$ cat config.mk
export PLATFORM = sky130hd
export DESIGN_NAME = pwmfps_top
export DESIGN_NICKNAME = d
export VERILOG_FILES = /design/src/verilog/pwmfps_persist.v /design/src/verilog/pwmfps_top.v
export VERILOG_INCLUDE_DIRS = /design/src /design/src/verilog
export SDC_FILE = /design/constraint.sdc
export NUM_CORES = 1
export LEC_CHECK = 0
export BUFFER_PORTS_ARGS = -buffer_cell sky130_fd_sc_hd__buf_2
export CAP_MARGIN = 15
export CORE_MARGIN = 2
export CORE_UTILIZATION = 57
export DETAILED_ROUTE_END_ITERATION = 12
export PLACE_DENSITY = 0.77
export SLEW_MARGIN = 20
export SYNTH_ARGS = -nofsm -noshare
export SYNTH_HDL_FRONTEND = slang
export SYNTH_SLANG_ARGS = --single-unit
$ cat constraint.sdc
create_clock -name clk_sys -period 4.9 [get_ports clk_sys]
set_input_delay 0.49 -clock clk_sys [delete_from_list [all_inputs] [get_ports clk_sys]]
set_output_delay 0.49 -clock clk_sys [all_outputs]
set_load 0.005 [all_outputs]
$ cat src/verilog/pwmfps_regs.vh
// Purpose: constants for the pwm fault protection sequencer
// Assumes: clk_sys at 100 MHz; fault time base ticks once per millisecond
// Notes:   definitions only
`ifndef PWMFPS_REGS_VH
`define PWMFPS_REGS_VH

`define PWMFPS_CLK_MHZ            100
// latch input confirmation count in switching cycles
`define PWMFPS_LATCH_COUNT        4
// blanking after drive turn-off, in ns, and its cycle count
`define PWMFPS_BLANK_NS           1000
`define PWMFPS_BLANK_CYC          ((`PWMFPS_BLANK_NS * `PWMFPS_CLK_MHZ + 999) / 1000)
// rail overvoltage confirm delay, in us, and its cycle count
`define PWMFPS_RAIL_OV_US         20
`define PWMFPS_RAIL_OV_CYC        (`PWMFPS_RAIL_OV_US * `PWMFPS_CLK_MHZ)
// microsecond tick divider
`define PWMFPS_US_CYC             `PWMFPS_CLK_MHZ
// fault times in milliseconds
`define PWMFPS_OVERLOAD_MS        500
`define PWMFPS_FAULT_SHORTED_MS   50
`define PWMFPS_FAULT_OPEN_MS      1000
// soft-start time in milliseconds
`define PWMFPS_SOFT_START_MS      4
// oscillator periods in ns
`define PWMFPS_NOM_PERIOD_NS      15385
`define PWMFPS_MAX_PERIOD_NS      7693
`define PWMFPS_MIN_PERIOD_NS      38462
// jitter swing in ns around the period
`define PWMFPS_JITTER_NS          769
// frequency modes
`define PWMFPS_MODE_NOMINAL       3'h0
`define PWMFPS_MODE_EXCURSION     3'h1
`define PWMFPS_MODE_FOLDBACK      3'h2
`define PWMFPS_MODE_FREEZE        3'h3
`define PWMFPS_MODE_SKIP          3'h4

`endif

$ cat src/verilog/pwmfps_persist.v
// Purpose: persistence filter, output high after input held N counts
// Assumes: cnt_en qualifies which clocks count; input synchronous
// Notes:   a low input clears the count
`timescale 1ns/1ps
module pwmfps_persist #(
  parameter WIDTH = 12,
  parameter [WIDTH-1:0] LIMIT = 12'h004
) (
  input  wire clk_sys,
  input  wire rst_n,
  input  wire level_in,
  input  wire cnt_en,
  output reg  hit_q
);
  reg [WIDTH-1:0] cnt_q;

  always @(posedge clk_sys or negedge rst_n) begin
    if (!rst_n) begin
      cnt_q <= {WIDTH{1'b0}};
      hit_q <= 1'b0;
    end else if (!level_in) begin
      cnt_q <= {WIDTH{1'b0}};
      hit_q <= 1'b0;
    end else if (cnt_en && cnt_q < LIMIT) begin
      cnt_q <= cnt_q + {{(WIDTH-1){1'b0}}, 1'b1};
      hit_q <= (cnt_q + {{(WIDTH-1){1'b0}}, 1'b1}) >= LIMIT;
    end
  end
endmodule // pwmfps_persist

$ cat src/verilog/pwmfps_top.v
// Purpose: fault, latch, brown-out, hiccup and oscillator mode sequencing
// Assumes: comparator inputs already synchronous to clk_sys
// Notes:   drive_en gates the gate driver; osc_tick is the switching clock
`timescale 1ns/1ps
`include "pwmfps_regs.vh"
module pwmfps_top #(
  parameter [19:0] OVERLOAD_MS   = `PWMFPS_OVERLOAD_MS,
  parameter        SHORT_LATCH   = 0,
  parameter [19:0] US_PER_MS     = 20'h003E8,
  parameter [7:0]  CYC_PER_US    = `PWMFPS_US_CYC
) (
  input  wire       clk_sys,
  input  wire       rst_n,
  input  wire       latch_input_high,
  input  wire       rail_overvoltage_level,
  input  wire       latch_hold_current,
  input  wire       undervolt_ok,
  input  wire       supply_turn_on_event,
  input  wire       supply_min_event,
  input  wire       peak_limit_hit,
  input  wire       overload_feedback_level,
  input  wire       short_circuit_feedback_level,
  input  wire       foldback_feedback_level,
  input  wire       fold_end_feedback_level,
  input  wire       freeze_feedback_level,
  input  wire       skip_feedback_level,
  input  wire       timer_pin_shorted,
  input  wire       timer_pin_open,
  input  wire       drive_off_edge,
  output reg        drive_en_q,
  output reg        latched_q,
  output reg        error_flag_q,
  output reg        soft_start_q,
  output reg        hiccup_q,
  output reg        general_reset_q,
  output reg        setpoint_freeze_q,
  output reg  [2:0] freq_mode_q,
  output reg        osc_tick_q
);
  localparam [2:0] ST_WAIT_ON  = 3'h0;
  localparam [2:0] ST_SOFT     = 3'h1;
  localparam [2:0] ST_RUN      = 3'h2;
  localparam [2:0] ST_HICCUP   = 3'h3;
  localparam [2:0] ST_SHORT_LO = 3'h4;

  localparam [15:0] BLANK_CYC   = `PWMFPS_BLANK_CYC;
  localparam [11:0] RAIL_CYC    = `PWMFPS_RAIL_OV_CYC;
  localparam [15:0] NOM_CYC     = (`PWMFPS_NOM_PERIOD_NS * `PWMFPS_CLK_MHZ) / 1000;
  localparam [15:0] MAX_CYC     = (`PWMFPS_MAX_PERIOD_NS * `PWMFPS_CLK_MHZ) / 1000;
  localparam [15:0] MIN_CYC     = (`PWMFPS_MIN_PERIOD_NS * `PWMFPS_CLK_MHZ) / 1000;
  localparam [15:0] JIT_CYC     = (`PWMFPS_JITTER_NS * `PWMFPS_CLK_MHZ) / 1000;
  localparam [19:0] SS_MS       = `PWMFPS_SOFT_START_MS;
  localparam [19:0] SHORTED_MS  = `PWMFPS_FAULT_SHORTED_MS;
  localparam [19:0] OPEN_MS     = `PWMFPS_FAULT_OPEN_MS;

  reg  [2:0]  state_q;
  reg  [15:0] blank_cnt_q;
  reg  [7:0]  us_cnt_q;
  reg         us_tick_q;
  reg  [19:0] ms_us_q;
  reg         ms_tick_q;
  reg  [19:0] fault_ms_q;
  reg  [19:0] ss_ms_q;
  reg         hic_div_q;
  reg         bo_prev_q;
  reg  [15:0] osc_cnt_q;
  reg  [15:0] period_q;
  reg  [15:0] jit_q;
  reg         jit_up_q;
  reg  [19:0] fault_limit;
  wire        latch_cfm;
  wire        rail_cfm;
  wire        latch_qual;
  wire        latch_blank;
  wire        bo_rise;

  always @(posedge clk_sys or negedge rst_n) begin
    if (!rst_n) begin
      blank_cnt_q <= 16'h0000;
    end else if (drive_off_edge) begin
      blank_cnt_q <= BLANK_CYC;
    end else if (blank_cnt_q != 16'h0000) begin
      blank_cnt_q <= blank_cnt_q - 16'h0001;
    end
  end
  assign latch_blank = (blank_cnt_q != 16'h0000) || drive_off_edge;
  assign latch_qual  = latch_input_high || latch_blank;

  pwmfps_persist #(.WIDTH(12), .LIMIT(12'h004)) u_latch_cfm (
    .clk_sys  (clk_sys),
    .rst_n    (rst_n),
    .level_in (latch_qual),
    .cnt_en   (osc_tick_q && !latch_blank),
    .hit_q    (latch_cfm)
  );
  pwmfps_persist #(.WIDTH(12), .LIMIT(RAIL_CYC)) u_rail_cfm (
    .clk_sys  (clk_sys),
    .rst_n    (rst_n),
    .level_in (rail_overvoltage_level),
    .cnt_en   (1'b1),
    .hit_q    (rail_cfm)
  );

  always @(posedge clk_sys or negedge rst_n) begin
    if (!rst_n) begin
      latched_q <= 1'b0;
    end else if (latch_cfm || rail_cfm) begin
      latched_q <= 1'b1;
    end else if (!latch_hold_current) begin
      latched_q <= 1'b0;
    end
  end

  // time base: microsecond then millisecond ticks
  always @(posedge clk_sys or negedge rst_n) begin
    if (!rst_n) begin
      us_cnt_q  <= 8'h00;
      us_tick_q <= 1'b0;
      ms_us_q   <= 20'h00000;
      ms_tick_q <= 1'b0;
    end else begin
      us_tick_q <= (us_cnt_q == CYC_PER_US - 8'h01);
      us_cnt_q  <= (us_cnt_q == CYC_PER_US - 8'h01) ? 8'h00 : us_cnt_q + 8'h01;
      ms_tick_q <= 1'b0;
      if (us_tick_q) begin
        if (ms_us_q == US_PER_MS - 20'h00001) begin
          ms_us_q   <= 20'h00000;
          ms_tick_q <= 1'b1;
        end else begin
          ms_us_q <= ms_us_q + 20'h00001;
        end
      end
    end
  end

  always @* begin
    if (timer_pin_shorted) begin
      fault_limit = SHORTED_MS;
    end else if (timer_pin_open) begin
      fault_limit = OPEN_MS;
    end else begin
      fault_limit = OVERLOAD_MS;
    end
    if (short_circuit_feedback_level) begin
      fault_limit = {2'b00, fault_limit[19:2]};
    end
  end

  // brown-out recovery edge
  assign bo_rise = undervolt_ok && !bo_prev_q;

  // main sequencer
  always @(posedge clk_sys or negedge rst_n) begin
    if (!rst_n) begin
      state_q         <= ST_WAIT_ON;
      fault_ms_q      <= 20'h00000;
      ss_ms_q         <= 20'h00000;
      hic_div_q       <= 1'b0;
      bo_prev_q       <= 1'b0;
      error_flag_q    <= 1'b0;
      general_reset_q <= 1'b0;
    end else begin
      bo_prev_q       <= undervolt_ok;
      general_reset_q <= 1'b0;
      error_flag_q    <= peak_limit_hit && (state_q == ST_SOFT || state_q == ST_RUN);
      if (!undervolt_ok) begin
        state_q    <= ST_WAIT_ON;
        fault_ms_q <= 20'h00000;
      end else if (bo_rise) begin
        general_reset_q <= 1'b1;
        state_q         <= ST_WAIT_ON;
        hic_div_q       <= 1'b0;
        fault_ms_q      <= 20'h00000;
      end else begin
        case (state_q)
          ST_WAIT_ON: begin
            if (supply_turn_on_event && !latched_q) begin
              state_q <= ST_SOFT;
              ss_ms_q <= 20'h00000;
            end
          end
          ST_SOFT, ST_RUN: begin
            if (state_q == ST_SOFT && ms_tick_q) begin
              if (ss_ms_q == SS_MS - 20'h00001) begin
                state_q <= ST_RUN;
              end
              ss_ms_q <= ss_ms_q + 20'h00001;
            end
            if (peak_limit_hit && (overload_feedback_level || short_circuit_feedback_level)) begin
              if (ms_tick_q) begin
                fault_ms_q <= fault_ms_q + 20'h00001;
              end
              if (fault_ms_q >= fault_limit) begin
                fault_ms_q <= 20'h00000;
                if (SHORT_LATCH != 0 && short_circuit_feedback_level) begin
                  state_q <= ST_SHORT_LO;
                end else begin
                  state_q   <= ST_HICCUP;
                  hic_div_q <= 1'b1;
                end
              end
            end else begin
              fault_ms_q <= 20'h00000;
            end
          end
          ST_HICCUP: begin
            if (supply_turn_on_event) begin
              if (hic_div_q) begin
                state_q <= ST_SOFT;
                ss_ms_q <= 20'h00000;
              end
            end else if (supply_min_event) begin
              hic_div_q <= ~hic_div_q;
            end
          end
          ST_SHORT_LO: begin
            state_q <= ST_SHORT_LO;
          end
          default: begin
            state_q <= ST_WAIT_ON;
          end
        endcase
      end
    end
  end

  // drive gating and status
  always @(posedge clk_sys or negedge rst_n) begin
    if (!rst_n) begin
      drive_en_q   <= 1'b0;
      soft_start_q <= 1'b0;
      hiccup_q     <= 1'b0;
    end else begin
      drive_en_q   <= (state_q == ST_SOFT || state_q == ST_RUN) && !latched_q &&
                      !latch_cfm && !rail_cfm && undervolt_ok &&
                      (freq_mode_q != `PWMFPS_MODE_SKIP);
      soft_start_q <= (state_q == ST_SOFT);
      hiccup_q     <= (state_q == ST_HICCUP);
    end
  end

  always @(posedge clk_sys or negedge rst_n) begin
    if (!rst_n) begin
      freq_mode_q       <= `PWMFPS_MODE_NOMINAL;
      setpoint_freeze_q <= 1'b0;
      period_q          <= NOM_CYC;
    end else begin
      setpoint_freeze_q <= !freeze_feedback_level;
      if (!skip_feedback_level) begin
        freq_mode_q <= `PWMFPS_MODE_SKIP;
        period_q    <= MIN_CYC;
      end else if (!freeze_feedback_level) begin
        freq_mode_q <= `PWMFPS_MODE_FREEZE;
        period_q    <= MIN_CYC;
      end else if (!fold_end_feedback_level) begin
        freq_mode_q <= `PWMFPS_MODE_FOLDBACK;
        period_q    <= MIN_CYC;
      end else if (!foldback_feedback_level) begin
        freq_mode_q <= `PWMFPS_MODE_FOLDBACK;
        period_q    <= NOM_CYC + ((MIN_CYC - NOM_CYC) >> 1);
      end else if (peak_limit_hit && state_q == ST_RUN) begin
        freq_mode_q <= `PWMFPS_MODE_EXCURSION;
        period_q    <= short_circuit_feedback_level ? MAX_CYC
                       : NOM_CYC - ((NOM_CYC - MAX_CYC) >> 1);
      end else begin
        freq_mode_q <= `PWMFPS_MODE_NOMINAL;
        period_q    <= NOM_CYC;
      end
    end
  end

  always @(posedge clk_sys or negedge rst_n) begin
    if (!rst_n) begin
      osc_cnt_q  <= 16'h0000;
      osc_tick_q <= 1'b0;
      jit_q      <= 16'h0000;
      jit_up_q   <= 1'b1;
    end else begin
      osc_tick_q <= 1'b0;
      if (osc_cnt_q >= period_q + jit_q - JIT_CYC) begin
        osc_cnt_q  <= 16'h0000;
        osc_tick_q <= 1'b1;
        if (freq_mode_q == `PWMFPS_MODE_NOMINAL || freq_mode_q == `PWMFPS_MODE_FOLDBACK) begin
          if (jit_up_q) begin
            jit_q    <= jit_q + 16'h0001;
            jit_up_q <= (jit_q + 16'h0001) < (JIT_CYC << 1);
          end else begin
            jit_q    <= jit_q - 16'h0001;
            jit_up_q <= (jit_q == 16'h0001);
          end
        end else begin
          jit_q <= JIT_CYC;
        end
      end else begin
        osc_cnt_q <= osc_cnt_q + 16'h0001;
      end
    end
  end
endmodule // pwmfps_top

==> results of run 1 <==
[final cells by class]
cell class	instances	area, um^2
fillers	1426	6240
multi-input cells	809	5343
flip-flops and latches	167	4183
clock buffers	18	439.2
well taps	225	281.5
inverters	64	240.2
repair buffers	35	198.9
clock inverters	14	188.9
diodes	1	2.502
[state kept, by name, summed over array words and instances, names as in the netlist, 3 cells and up]
register           count
jit_q                 16
ms_us_q               20
freq_mode_q            3
period_q               6
u_latch_cfm.cnt_q     12
blank_cnt_q           16
state_q                3
osc_cnt_q             16
us_cnt_q               8
ss_ms_q               20
u_rail_cfm.cnt_q      12
fault_ms_q            20
[worst max-delay path: cells and delay by family, from the launching register on]
family          cells  cell delay (ns)
buf+inv             3             0.51
fa+ha+maj           3             1.07
flops               1             0.52
xor+xnor            1             0.15
compound gates     11             2.10
[where the power goes]
part	internal, uW	total [uW]	switching [uW]	leakage [uW]
Sequential	1390	1410	16.1	0.00225
Clock	832	1420	589	0.000307
Combinational	48.1	142	93.6	0.00252
Total	2270	2970	699	0.00508
[metal layers]
layer | GRT usage | vias to the layer above
met2 | 0.3937 | 144
met5 | 0 | -
li1 | - | 3853
met3 | 0.04751 | 35
met4 | 0.08044 | 0
met1 | 0.3209 | 3734
[cells in the final DEF, fill, tap and decap left out, drive strengths merged, types with 8 or more instances in the layout]
master | synthesis | final
or2 | 8 | 8
nand2b | 10 | 10
and2 | 36 | 36
nor4 | 17 | 17
a211oi | 11 | 11
and4 | 10 | 10
o21ai | 46 | 46
nand4 | 28 | 28
dfrtp | 164 | 164
xnor2 | 57 | 57
ha | 68 | 68
a21o | 17 | 17
o21a | 8 | 8
nand3 | 51 | 51
buf | 5 | 35
a31oi | 8 | 8
a21oi | 42 | 42
or3 | 17 | 17
nand2 | 91 | 91
xor2 | 32 | 32
and3 | 13 | 13
clkbuf | 30 | 18
nor2 | 101 | 101
nor3 | 25 | 25
inv | 64 | 70
or4 | 9 | 9
[path summary, 6_finish.rpt]
kind | from | to | slack, ns | depth (start not counted)
worst min register to register | ms_us_q[19] | ms_us_q[19] | 0.48 | 1
worst max-delay path | jit_q[2] | jit_q[2] | 0.45 | 18
worst max register to register | jit_q[2] | jit_q[2] | 0.45 | 18
worst min-delay path | rst_n | ss_ms_q[5] | 0.14 | 1
max in group asynchronous | rst_n | fault_ms_q[19] | 3.60 | 2
min in group clk_sys | skip_feedback_level | freq_mode_q[2] | 0.24 | 2
[stage by stage]
step	area (um^2)	util	total power, uW
final	10880	0.6355	2973
after global placement	10240	0.5983	1575
after floorplan	9897	-	1512
after global routing	10870	0.6353	3084
after detailed placement	10240	0.5985	1578
after CTS	10870	0.6352	3007
[repair_timing]
item	4_1_cts	5_1_grt
gates resized for setup	0	1
setup endpoints to repair	0	13
setup buffers	0	0
[cells by family after synthesis]
family,after synthesis
buf+inv,99
mux,6
simple gates,451
compound gates,194
fa+ha+maj,69
xor+xnor,89
flops,167
==> flow_summary.yaml, run 1 <==
sta:
  tightest_slew_ns: 0.9549
  slew_headroom: 0.3634
  number_of_hold_violations_in_the_final_report: 0
  fin_ws_ns: 0.4532
  fin_crit_ns: 4.447
  clock-skew-final_ns: 0.007660
  worst_hold_slack_ns: 0.1355
  setup_repair_after_global_routing_missed_its_margin: "no"
  finalSetupTns_ns: 0
  finalSetupViolations: 0
  slew_violations: 0
  layout_worst_path_cycle_share: 0.9075
  timing.fmax_mhz: 224.9
place:
  numPlacedInstances: 1300
  dpl.hpwl_um: 14220
  pre_cts_slack_ns: 0.3214
  routability_congestion: 0.8508
  port_buffers: 28
die:
  start_util: 0.5782
  die_extent_in_x_um: 135.8
  vertical_extent_of_the_die_um: 135.8
  rows: 48
  i_o_pin_cnt: 29
  die_area_mm2: 0.01843
  fp.coreArea_mm2: 0.01712
synthesis:
  synth_async_sr_flop_share: 1.000
  syn_nets: 1162
  synth-edff-count: 0
  post-synth-top-area-fraction: 0.4147
  post_synth_and_or_nand_nor_area_fraction: 0.2365
  yosys-mux-area-fraction: 0.006068
  syn-instance-count: 1075
  synth-compound-area-share: 0.1293
  syn-cell-area_mm2: 0.009897
  mean_area_per_synthesized_cell_um2: 9.207
  synthMostInstantiatedCell: "sky130_fd_sc_hd__dfrtp_1"
  synth_area_leader_cell: "sky130_fd_sc_hd__dfrtp_1"
  synth.top_cells.by_area: "sky130_fd_sc_hd__dfrtp_1 41%, sky130_fd_sc_hd__ha_1 8.6%, sky130_fd_sc_hd__xnor2_1 5.0%"
  fraction_of_the_yosys_area_taken_by_sequential_cells: 0.4226
  dominant_combinational_cell_family_by_area_after_synthesis: "simple AND/OR/NAND/NOR gates"
  synth_flop_cell: "sky130_fd_sc_hd__dfrtp_1"
  cell_types_with_the_highest_counts_after_synthesis: "164 x sky130_fd_sc_hd__dfrtp_1, 101 x sky130_fd_sc_hd__nor2_1, 91 x sky130_fd_sc_hd__nand2_1, 68 x sky130_fd_sc_hd__ha_1, 64 x sky130_fd_sc_hd__inv_1"
  parity_gate_share_of_the_synthesized_area_counting_xor_and_xnor_cells: 0.07876
  synth.yosys.warnings: 0
  synth.ff_latch_count: 167
  synth_adder_area_share: 0.08799
  synthDistinctLibCells: 65
critical_path:
  crit_path_frequent_cell: "sky130_fd_sc_hd__a21o_1"
  worstPathCellList: "inv_1 -> ha_1 -> inv_1 -> fa_1 -> a21oi_1 -> o41ai_1 -> a211oi_1 -> o21bai_1 -> a21o_1 -> xor2_1 -> ha_1 -> a21o_1 -> a21o_1 -> a21o_1 -> a211oi_2 -> buf_4 -> a21oi_1 -> a21o_1"
  end_kind: "register"
  critPathRequiredTime_ns: 5.22
  critical_path_peak_fanout: 16
  slowest_stage: "sky130_fd_sc_hd__dfrtp_1"
  worst_ep_arrival_time_ns: 4.77
  cpPeakStageDelay_ns: 0.52
  worst_setup_path_start_kind: "register"
  critPathKind: "register to register"
clocking:
  cts_hold_repair.buffers: 0
  clock_latency_ns: 0.43
  cts_buffers: 17
  cts_sinks: 167
  cts.htree.levels: 4
  clk_pin_slew_ns: 0.07
  cts_tree: "done"
  buffer_depth_of_the_longest_clock_path: 2
  cts.root.buffer_cell: "sky130_fd_sc_hd__clkbuf_16"
global_routing:
  initial_antenna_violation_count: 1
  global_route_wire_length_before_repair_um: 35650
  grtUsageTotal: 0.2401
  first_global_vias: 7555
  gr-total-overflow: 0
  grt_start_max_net_pins: 104
route:
  number_of_vias_after_detailed_routing: 7766
  drt-total-wl_um: 20380
  top_layer: "met4"
  drt.antenna.violating_nets: 0
  drt-wirelength-per-cell_um: 15.29
  drtPass1Iterations: 5
  wirelength_met1_um: 9366
  detailroute.wirelength.met2_um: 9861
  detailroute.wirelength.met3_um: 802
  post-route-drc-count: 0
  drtIter0Drc: 444
  drt-vias-per-instance: 5.826
final_layout:
  final_layout_size_suffix_gt1_frac: 0.07949
  stdcell_count: 1333
  final_net_count: 1181
  area_growth_from_synthesis_to_layout_pct: 9.899
outcome:
  status: "complete, no violations"
worst_hold_path:
  min-delay-path-class: "input pin to async pin"
flow_run:
  number_of_violations_of_the_max_capacitance_limit: 0
pwr:
  p_per_area_mw_per_mm2: 273.3
  p_leak_uw: 0.005078
  peakVddDrop_mv: 0.2407
Power figures use the tool's default switching activity.
==> run 2, diff against run 1 <==
--- a/config.mk
+++ b/config.mk
@@ -11,6 +11,7 @@
 export CORE_MARGIN = 2
 export CORE_UTILIZATION = 57
 export DETAILED_ROUTE_END_ITERATION = 12
+export MAX_ROUTING_LAYER = met4
 export PLACE_DENSITY = 0.77
 export SLEW_MARGIN = 20
 export SYNTH_ARGS = -nofsm -noshare
==> flow_summary.yaml, run 2 (same netlist as run 1, synthesis figures left out) <==
critical_path:
  cpPeakStageDelay_ns: 0.52
  end_kind: "register"
  critical_path.n_buffers_inverters: 3
  worst-path-stages: 18
  worstPathCellList: "inv_1 -> ha_1 -> inv_1 -> fa_1 -> a21oi_1 -> o41ai_1 -> a211oi_1 -> o21bai_1 -> a21o_1 -> xor2_1 -> ha_1 -> a21o_1 -> a21o_1 -> a21o_1 -> a211oi_2 -> buf_4 -> a21oi_1 -> a21o_1"
  reg2reg_from: "jit_q[2]"
  worst_ep_arrival_time_ns: 4.77
  crit_path_frequent_cell: "sky130_fd_sc_hd__a21o_1"
  slowest_stage: "sky130_fd_sc_hd__dfrtp_1"
  worst_setup_path_start_kind: "register"
  worst_setup_endpoint: "jit_q[2]"
  critPathKind: "register to register"
  cpLargestDelayFamily: "compound AO/OA/AOI/OAI gates"
  rr_endpoint: "jit_q[2]"
  timing.reg2reg.setup_slack_ns: 0.45
  critical_path_peak_fanout: 16
  r2r.worst_path.cells: 18
  startpoint: "jit_q[2]"
  critPathRequiredTime_ns: 5.22
die:
  start_util: 0.5782
  vertical_extent_of_the_die_um: 135.8
  i_o_pin_cnt: 29
  die_extent_in_x_um: 135.8
  fp.coreArea_mm2: 0.01712
  rows: 48
  die_area_mm2: 0.01843
pwr:
  fin_total_pwr_uw: 2973
  p_leak_uw: 0.005078
  p_per_area_mw_per_mm2: 273.2
  peakVddDrop_mv: 0.2385
sta:
  finalSetupTns_ns: 0
  setup_repair_after_global_routing_missed_its_margin: "no"
  layout_worst_path_cycle_share: 0.9083
  slew_headroom: 0.3603
  timing.fmax_mhz: 224.7
  tightest_slew_ns: 0.9595
  number_of_hold_violations_in_the_final_report: 0
  fin_crit_ns: 4.451
  clock-skew-final_ns: 0.007403
  finalSetupViolations: 0
  slew_violations: 0
clocking:
  cts_hold_repair.buffers: 0
  cts.htree.levels: 4
  clock_latency_ns: 0.43
  cts_buffers: 17
  cts_sinks: 167
  cts_tree: "done"
  cts.root.buffer_cell: "sky130_fd_sc_hd__clkbuf_16"
  cts_post_setup_buffers_inserted: 0
  clk_pin_slew_ns: 0.07
  buffer_depth_of_the_longest_clock_path: 2
place:
  port_buffers: 28
  routability_congestion: 0.8642
  dpl.hpwl_um: 14220
route:
  number_of_vias_after_detailed_routing: 7720
  drtIter0Drc: 441
  drtPass1Iterations: 4
  drt-wirelength-per-cell_um: 15.29
  post-route-drc-count: 0
  drt-total-wl_um: 20400
  drt.antenna.violating_nets: 0
  drt-vias-per-instance: 5.787
final_layout:
  top_library_cells_by_usage_in_the_layout_fill_and_taps_aside: "164 x sky130_fd_sc_hd__dfrtp_1, 100 x sky130_fd_sc_hd__nor2_1, 90 x sky130_fd_sc_hd__nand2_1"
  layout_commonest_cell: "sky130_fd_sc_hd__dfrtp_1"
  final_net_count: 1181
  area_growth_from_synthesis_to_layout_pct: 9.924
  final_layout_size_suffix_gt1_frac: 0.07949
  largest_registers: "fault_ms_q x20, ms_us_q x20, ss_ms_q x20"
outcome:
  status: "complete, no violations"
global_routing:
  global_route_wire_length_before_repair_um: 35670
  initial_antenna_violation_count: 1
  first_global_vias: 7557
  grt_start_max_net_pins: 104
  grtUsageTotal: 0.2472
  gr-total-overflow: 0
flow_run:
  number_of_violations_of_the_max_capacitance_limit: 0
worst_hold_path:
  min-delay-path-class: "input pin to async pin"
run 2: cell types whose count changed in the layout (fill, tap and decap cells not counted):
cell and change:
sky130_fd_sc_hd__diode_2 +1
run 2: through the flow:
| stage | utilization | setup slack [ns] | std cells | hold slack, ns | instance area [um^2] |
|---|---|---|---|---|---|
| finish | 0.6356 | 0.4492 | 1334 | 0.1371 | 10880 |
| floorplan | - | 0.2693 | 1075 | 0.1944 | 9897 |
| detailed placement | 0.5985 | 0.3214 | 1300 | 0.4649 | 10240 |
| global placement | 0.5983 | 0.4855 | 1300 | 0.4634 | 10240 |
| global route | 0.6355 | 0.08968 | 1333 | 0.2337 | 10880 |
| CTS | 0.6352 | 0.2783 | 1332 | 0.2132 | 10870 |
run 2: worst reg2reg max path, cell delays in order, from the launching register on:
cell and delay, ns:
sky130_fd_sc_hd__dfrtp_1 0.52, sky130_fd_sc_hd__inv_1 0.16, sky130_fd_sc_hd__ha_1 0.31, sky130_fd_sc_hd__inv_1 0.07
sky130_fd_sc_hd__fa_1 0.46, sky130_fd_sc_hd__a21oi_1 0.20, sky130_fd_sc_hd__o41ai_1 0.15, sky130_fd_sc_hd__a211oi_1 0.44
sky130_fd_sc_hd__o21bai_1 0.11, sky130_fd_sc_hd__a21o_1 0.19, sky130_fd_sc_hd__xor2_1 0.15, sky130_fd_sc_hd__ha_1 0.30
sky130_fd_sc_hd__a21o_1 0.19, sky130_fd_sc_hd__a21o_1 0.17, sky130_fd_sc_hd__a21o_1 0.18, sky130_fd_sc_hd__a211oi_2 0.20
sky130_fd_sc_hd__buf_4 0.28, sky130_fd_sc_hd__a21oi_1 0.07, sky130_fd_sc_hd__a21o_1 0.21
run 2: routing by layer:
metal | global-route usage | routed length [um]
met1 | 0.3212 | 9349
met5 | - | 0
met3 | 0.05125 | 868
met2 | 0.3937 | 9857
met4 | 0.07350 | 327
run 2: worst min-delay path by stage:
stage / start / endpoint / slack [ns]
2_1_floorplan: rst_n / blank_cnt_q[0] / 0.19
3_3_place_gp: us_cnt_q[7] / us_cnt_q[7] / 0.46
3_5_place_dp: ms_us_q[19] / ms_us_q[19] / 0.46
4_1_cts: rst_n / ss_ms_q[7] / 0.21
5_1_grt: undervolt_ok / bo_prev_q / 0.23
6_report: rst_n / ss_ms_q[5] / 0.14
run 2: power breakdown:
| group | switching (uW) | total [uW] | internal [uW] |
|---|---|---|---|
| sequential | 16.1 | 1410 | 1390 |
| clock | 589 | 1420 | 832 |
| combinational | 93.7 | 142 | 48.1 |
| total | 699 | 2970 | 2270 |
run 2: what timing repair did:
action                                 in CTS  in global routing
endpoints found under the hold margin       0                  0
gates resized for setup                     0                  1
setup endpoints to repair                   0                 13
run 2: layout make-up:
type / instances / area [um^2]
timing repair buffer: 35 / 198.9
clock buffer: 18 / 439.2
sequential: 167 / 4183
clock inverter: 14 / 188.9
fill: 1426 / 6237
antenna: 2 / 5.005
multi-input combinational: 809 / 5343
tap: 225 / 281.5
inverter: 64 / 240.2
==> run 3, diff against run 2 <==
--- a/config.mk
+++ b/config.mk
@@ -6,13 +6,15 @@
 export SDC_FILE = /design/constraint.sdc
 export NUM_CORES = 1
 export LEC_CHECK = 0
-export BUFFER_PORTS_ARGS = -buffer_cell sky130_fd_sc_hd__buf_2
 export CAP_MARGIN = 15
+export CORE_ASPECT_RATIO = 0.7
 export CORE_MARGIN = 2
-export CORE_UTILIZATION = 57
+export CORE_UTILIZATION = 58
 export DETAILED_ROUTE_END_ITERATION = 12
+export DONT_BUFFER_PORTS = 1
 export MAX_ROUTING_LAYER = met4
-export PLACE_DENSITY = 0.77
+export PLACE_DENSITY = 0.76
+export SKIP_CTS_REPAIR_TIMING = 1
 export SLEW_MARGIN = 20
 export SYNTH_ARGS = -nofsm -noshare
 export SYNTH_HDL_FRONTEND = slang
==> flow_summary.yaml, run 3 (same netlist as run 1, synthesis figures left out) <==
outcome:
  status: "complete, no violations"
place:
  postPlaceCellArea_mm2: 0.01009
  port_buffers: 0
  routability_congestion: 0.9009
  numPlacedInstances: 1271
  dpl.hpwl_um: 14610
critical_path:
  cpPeakStageDelay_ns: 0.53
  crit_path_frequent_cell: "sky130_fd_sc_hd__a21o_1"
  critPathRequiredTime_ns: 5.26
  cpLargestDelayFamily: "compound AO/OA/AOI/OAI gates"
  critPathKind: "register to register"
  critical_path.n_buffers_inverters: 3
  worst_setup_path_start_kind: "register"
  critical_path_peak_fanout: 13
  worst_ep_arrival_time_ns: 4.91
  end_kind: "register"
  worstPathCellList: "inv_1 -> ha_1 -> inv_1 -> fa_1 -> a21oi_1 -> o41ai_2 -> a211oi_1 -> o21bai_1 -> a21o_1 -> xor2_1 -> ha_1 -> a21o_1 -> a21o_1 -> a21o_1 -> a211oi_2 -> inv_1 -> nand2_2 -> a2bb2oi_1"
  slowest_stage: "sky130_fd_sc_hd__dfrtp_1"
final_layout:
  final_layout_size_suffix_gt1_frac: 0.05561
  num-fill-cells: 1375
  largest_registers: "fault_ms_q x20, ms_us_q x20, ss_ms_q x20"
  postLayoutCoreUtil: 0.6497
  area_growth_from_synthesis_to_layout_pct: 8.268
  antenna_diodes: 0
  top_library_cells_by_usage_in_the_layout_fill_and_taps_aside: "164 x sky130_fd_sc_hd__dfrtp_1, 100 x sky130_fd_sc_hd__nor2_1, 90 x sky130_fd_sc_hd__nand2_1"
  final_net_count: 1153
  layout_commonest_cell: "sky130_fd_sc_hd__dfrtp_1"
  postLayoutCellArea_mm2: 0.01072
  stdcell_count: 1304
global_routing:
  grt_start_max_net_pins: 168
  first_global_vias: 7325
  initial_antenna_violation_count: 0
  grtUsageTotal: 0.2581
  global_route_wire_length_before_repair_um: 36720
  gr-total-overflow: 0
clocking:
  cts.root.buffer_cell: "sky130_fd_sc_hd__clkbuf_16"
  clock_latency_ns: 0.44
  clk_pin_slew_ns: 0.07
  cts_sinks: 167
  buffer_depth_of_the_longest_clock_path: 2
  cts_tree: "done"
  cts.htree.levels: 4
  cts_buffers: 17
flow_run:
  number_of_violations_of_the_max_capacitance_limit: 0
sta:
  slew_headroom: 0.4246
  tightest_slew_ns: 0.8511
  finalSetupViolations: 0
  setup_repair_after_global_routing_missed_its_margin: "no"
  layout_worst_path_cycle_share: 0.9289
  number_of_hold_violations_in_the_final_report: 0
  finalSetupTns_ns: 0
  fin_crit_ns: 4.551
  clock-skew-final_ns: 0.009783
  timing.fmax_mhz: 219.7
  slew_violations: 0
route:
  top_layer: "met4"
  drtPass1Iterations: 5
  drt.antenna.violating_nets: 0
  drt-total-wl_um: 21320
  post-route-drc-count: 0
  detailroute.wirelength.met3_um: 1228
  drt-vias-per-instance: 5.928
  drt-wirelength-per-cell_um: 16.35
  number_of_vias_after_detailed_routing: 7730
  detailroute.wirelength.met2_um: 8988
  drtIter0Drc: 688
  wirelength_met1_um: 10800
worst_hold_path:
  min-delay-path-class: "input pin to async pin"
pwr:
  peakVddDrop_mv: 0.2150
  p_per_area_mw_per_mm2: 268.0
  p_leak_uw: 0.004947
die:
  vertical_extent_of_the_die_um: 113.3
  rows: 39
  fp.coreArea_mm2: 0.01649
  die_area_mm2: 0.01814
  i_o_pin_cnt: 29
  start_util: 0.6001
  die_extent_in_x_um: 160.1
## run 3: cell count changes in the layout (fill, tap and decap cells not counted), moves of 2 or more
| cell | before | now |
|---|---|---|
| sky130_fd_sc_hd__buf_2 | 27 | 0 |
| sky130_fd_sc_hd__clkbuf_8 | 1 | 5 |
| sky130_fd_sc_hd__inv_6 | 3 | 1 |
| sky130_fd_sc_hd__bufinv_16 | 3 | 1 |
| sky130_fd_sc_hd__inv_8 | 3 | 0 |
| sky130_fd_sc_hd__diode_2 | 2 | 0 |
## run 3: layer usage
metal,vias to the layer above,GRT usage
li1,3795,-
met2,179,0.3558
met1,3724,0.3852
met4,0,0.07447
met3,32,0.05169
met5,-,-
## run 3: where the power goes
| part | leakage [uW] | switching, uW | total (uW) | internal (uW) |
|---|---|---|---|---|
| registers | 0.00225 | 17.8 | 1410 | 1390 |
| logic | 0.00241 | 84.9 | 128 | 43.3 |
| clock network | 0.000286 | 562 | 1330 | 769 |
| total | 0.00495 | 665 | 2870 | 2210 |
## run 3: worst reg2reg max path, cell delays in order (launching register included)
cell                        delay (ns)
sky130_fd_sc_hd__dfrtp_1          0.53
sky130_fd_sc_hd__inv_1            0.17
sky130_fd_sc_hd__ha_1             0.30
sky130_fd_sc_hd__inv_1            0.06
sky130_fd_sc_hd__fa_1             0.48
sky130_fd_sc_hd__a21oi_1          0.23
sky130_fd_sc_hd__o41ai_2          0.13
sky130_fd_sc_hd__a211oi_1         0.44
sky130_fd_sc_hd__o21bai_1         0.13
sky130_fd_sc_hd__a21o_1           0.20
sky130_fd_sc_hd__xor2_1           0.14
sky130_fd_sc_hd__ha_1             0.30
sky130_fd_sc_hd__a21o_1           0.18
sky130_fd_sc_hd__a21o_1           0.16
sky130_fd_sc_hd__a21o_1           0.19
sky130_fd_sc_hd__a211oi_2         0.22
sky130_fd_sc_hd__inv_1            0.10
sky130_fd_sc_hd__nand2_2          0.29
sky130_fd_sc_hd__a2bb2oi_1        0.21
## run 3: layout make-up
cell class	count	area (um^2)	area share
multi-input combinational	809	5350	0.4993
inverter	64	240.2	0.02242
clock inverter	9	90.09	0.008407
clock buffer	23	498.0	0.04647
tap	225	281.5	0.02627
timing repair buffer	7	72.57	0.006773
sequential	167	4183	0.3904
## run 3: through the flow
step	setup slack [ns]	hold slack, ns	total power [uW]
finish	0.3486	0.02347	2871
detailed placement	0.3094	0.1981	1535
floorplan	0.2693	0.1944	1512
global route	0.1500	0.07181	2966
CTS	0.2339	-0.2729	2869
global placement	0.4171	0.1987	1531
## run 3: path summary, 6_finish.rpt
| path | slack [ns] | start | to | cells after the start |
|---|---|---|---|---|
| min in group clk_sys | 0.08 | undervolt_ok | bo_prev_q | 0 |
| worst max-delay path | 0.35 | jit_q[2] | jit_q[6] | 18 |
| worst max register to register | 0.35 | jit_q[2] | jit_q[6] | 18 |
| max in group asynchronous | 4.20 | rst_n | osc_cnt_q[15] | 1 |
| worst min-delay path | 0.02 | rst_n | fault_ms_q[4] | 1 |
| worst min register to register | 0.48 | us_cnt_q[7] | us_cnt_q[7] | 1 |
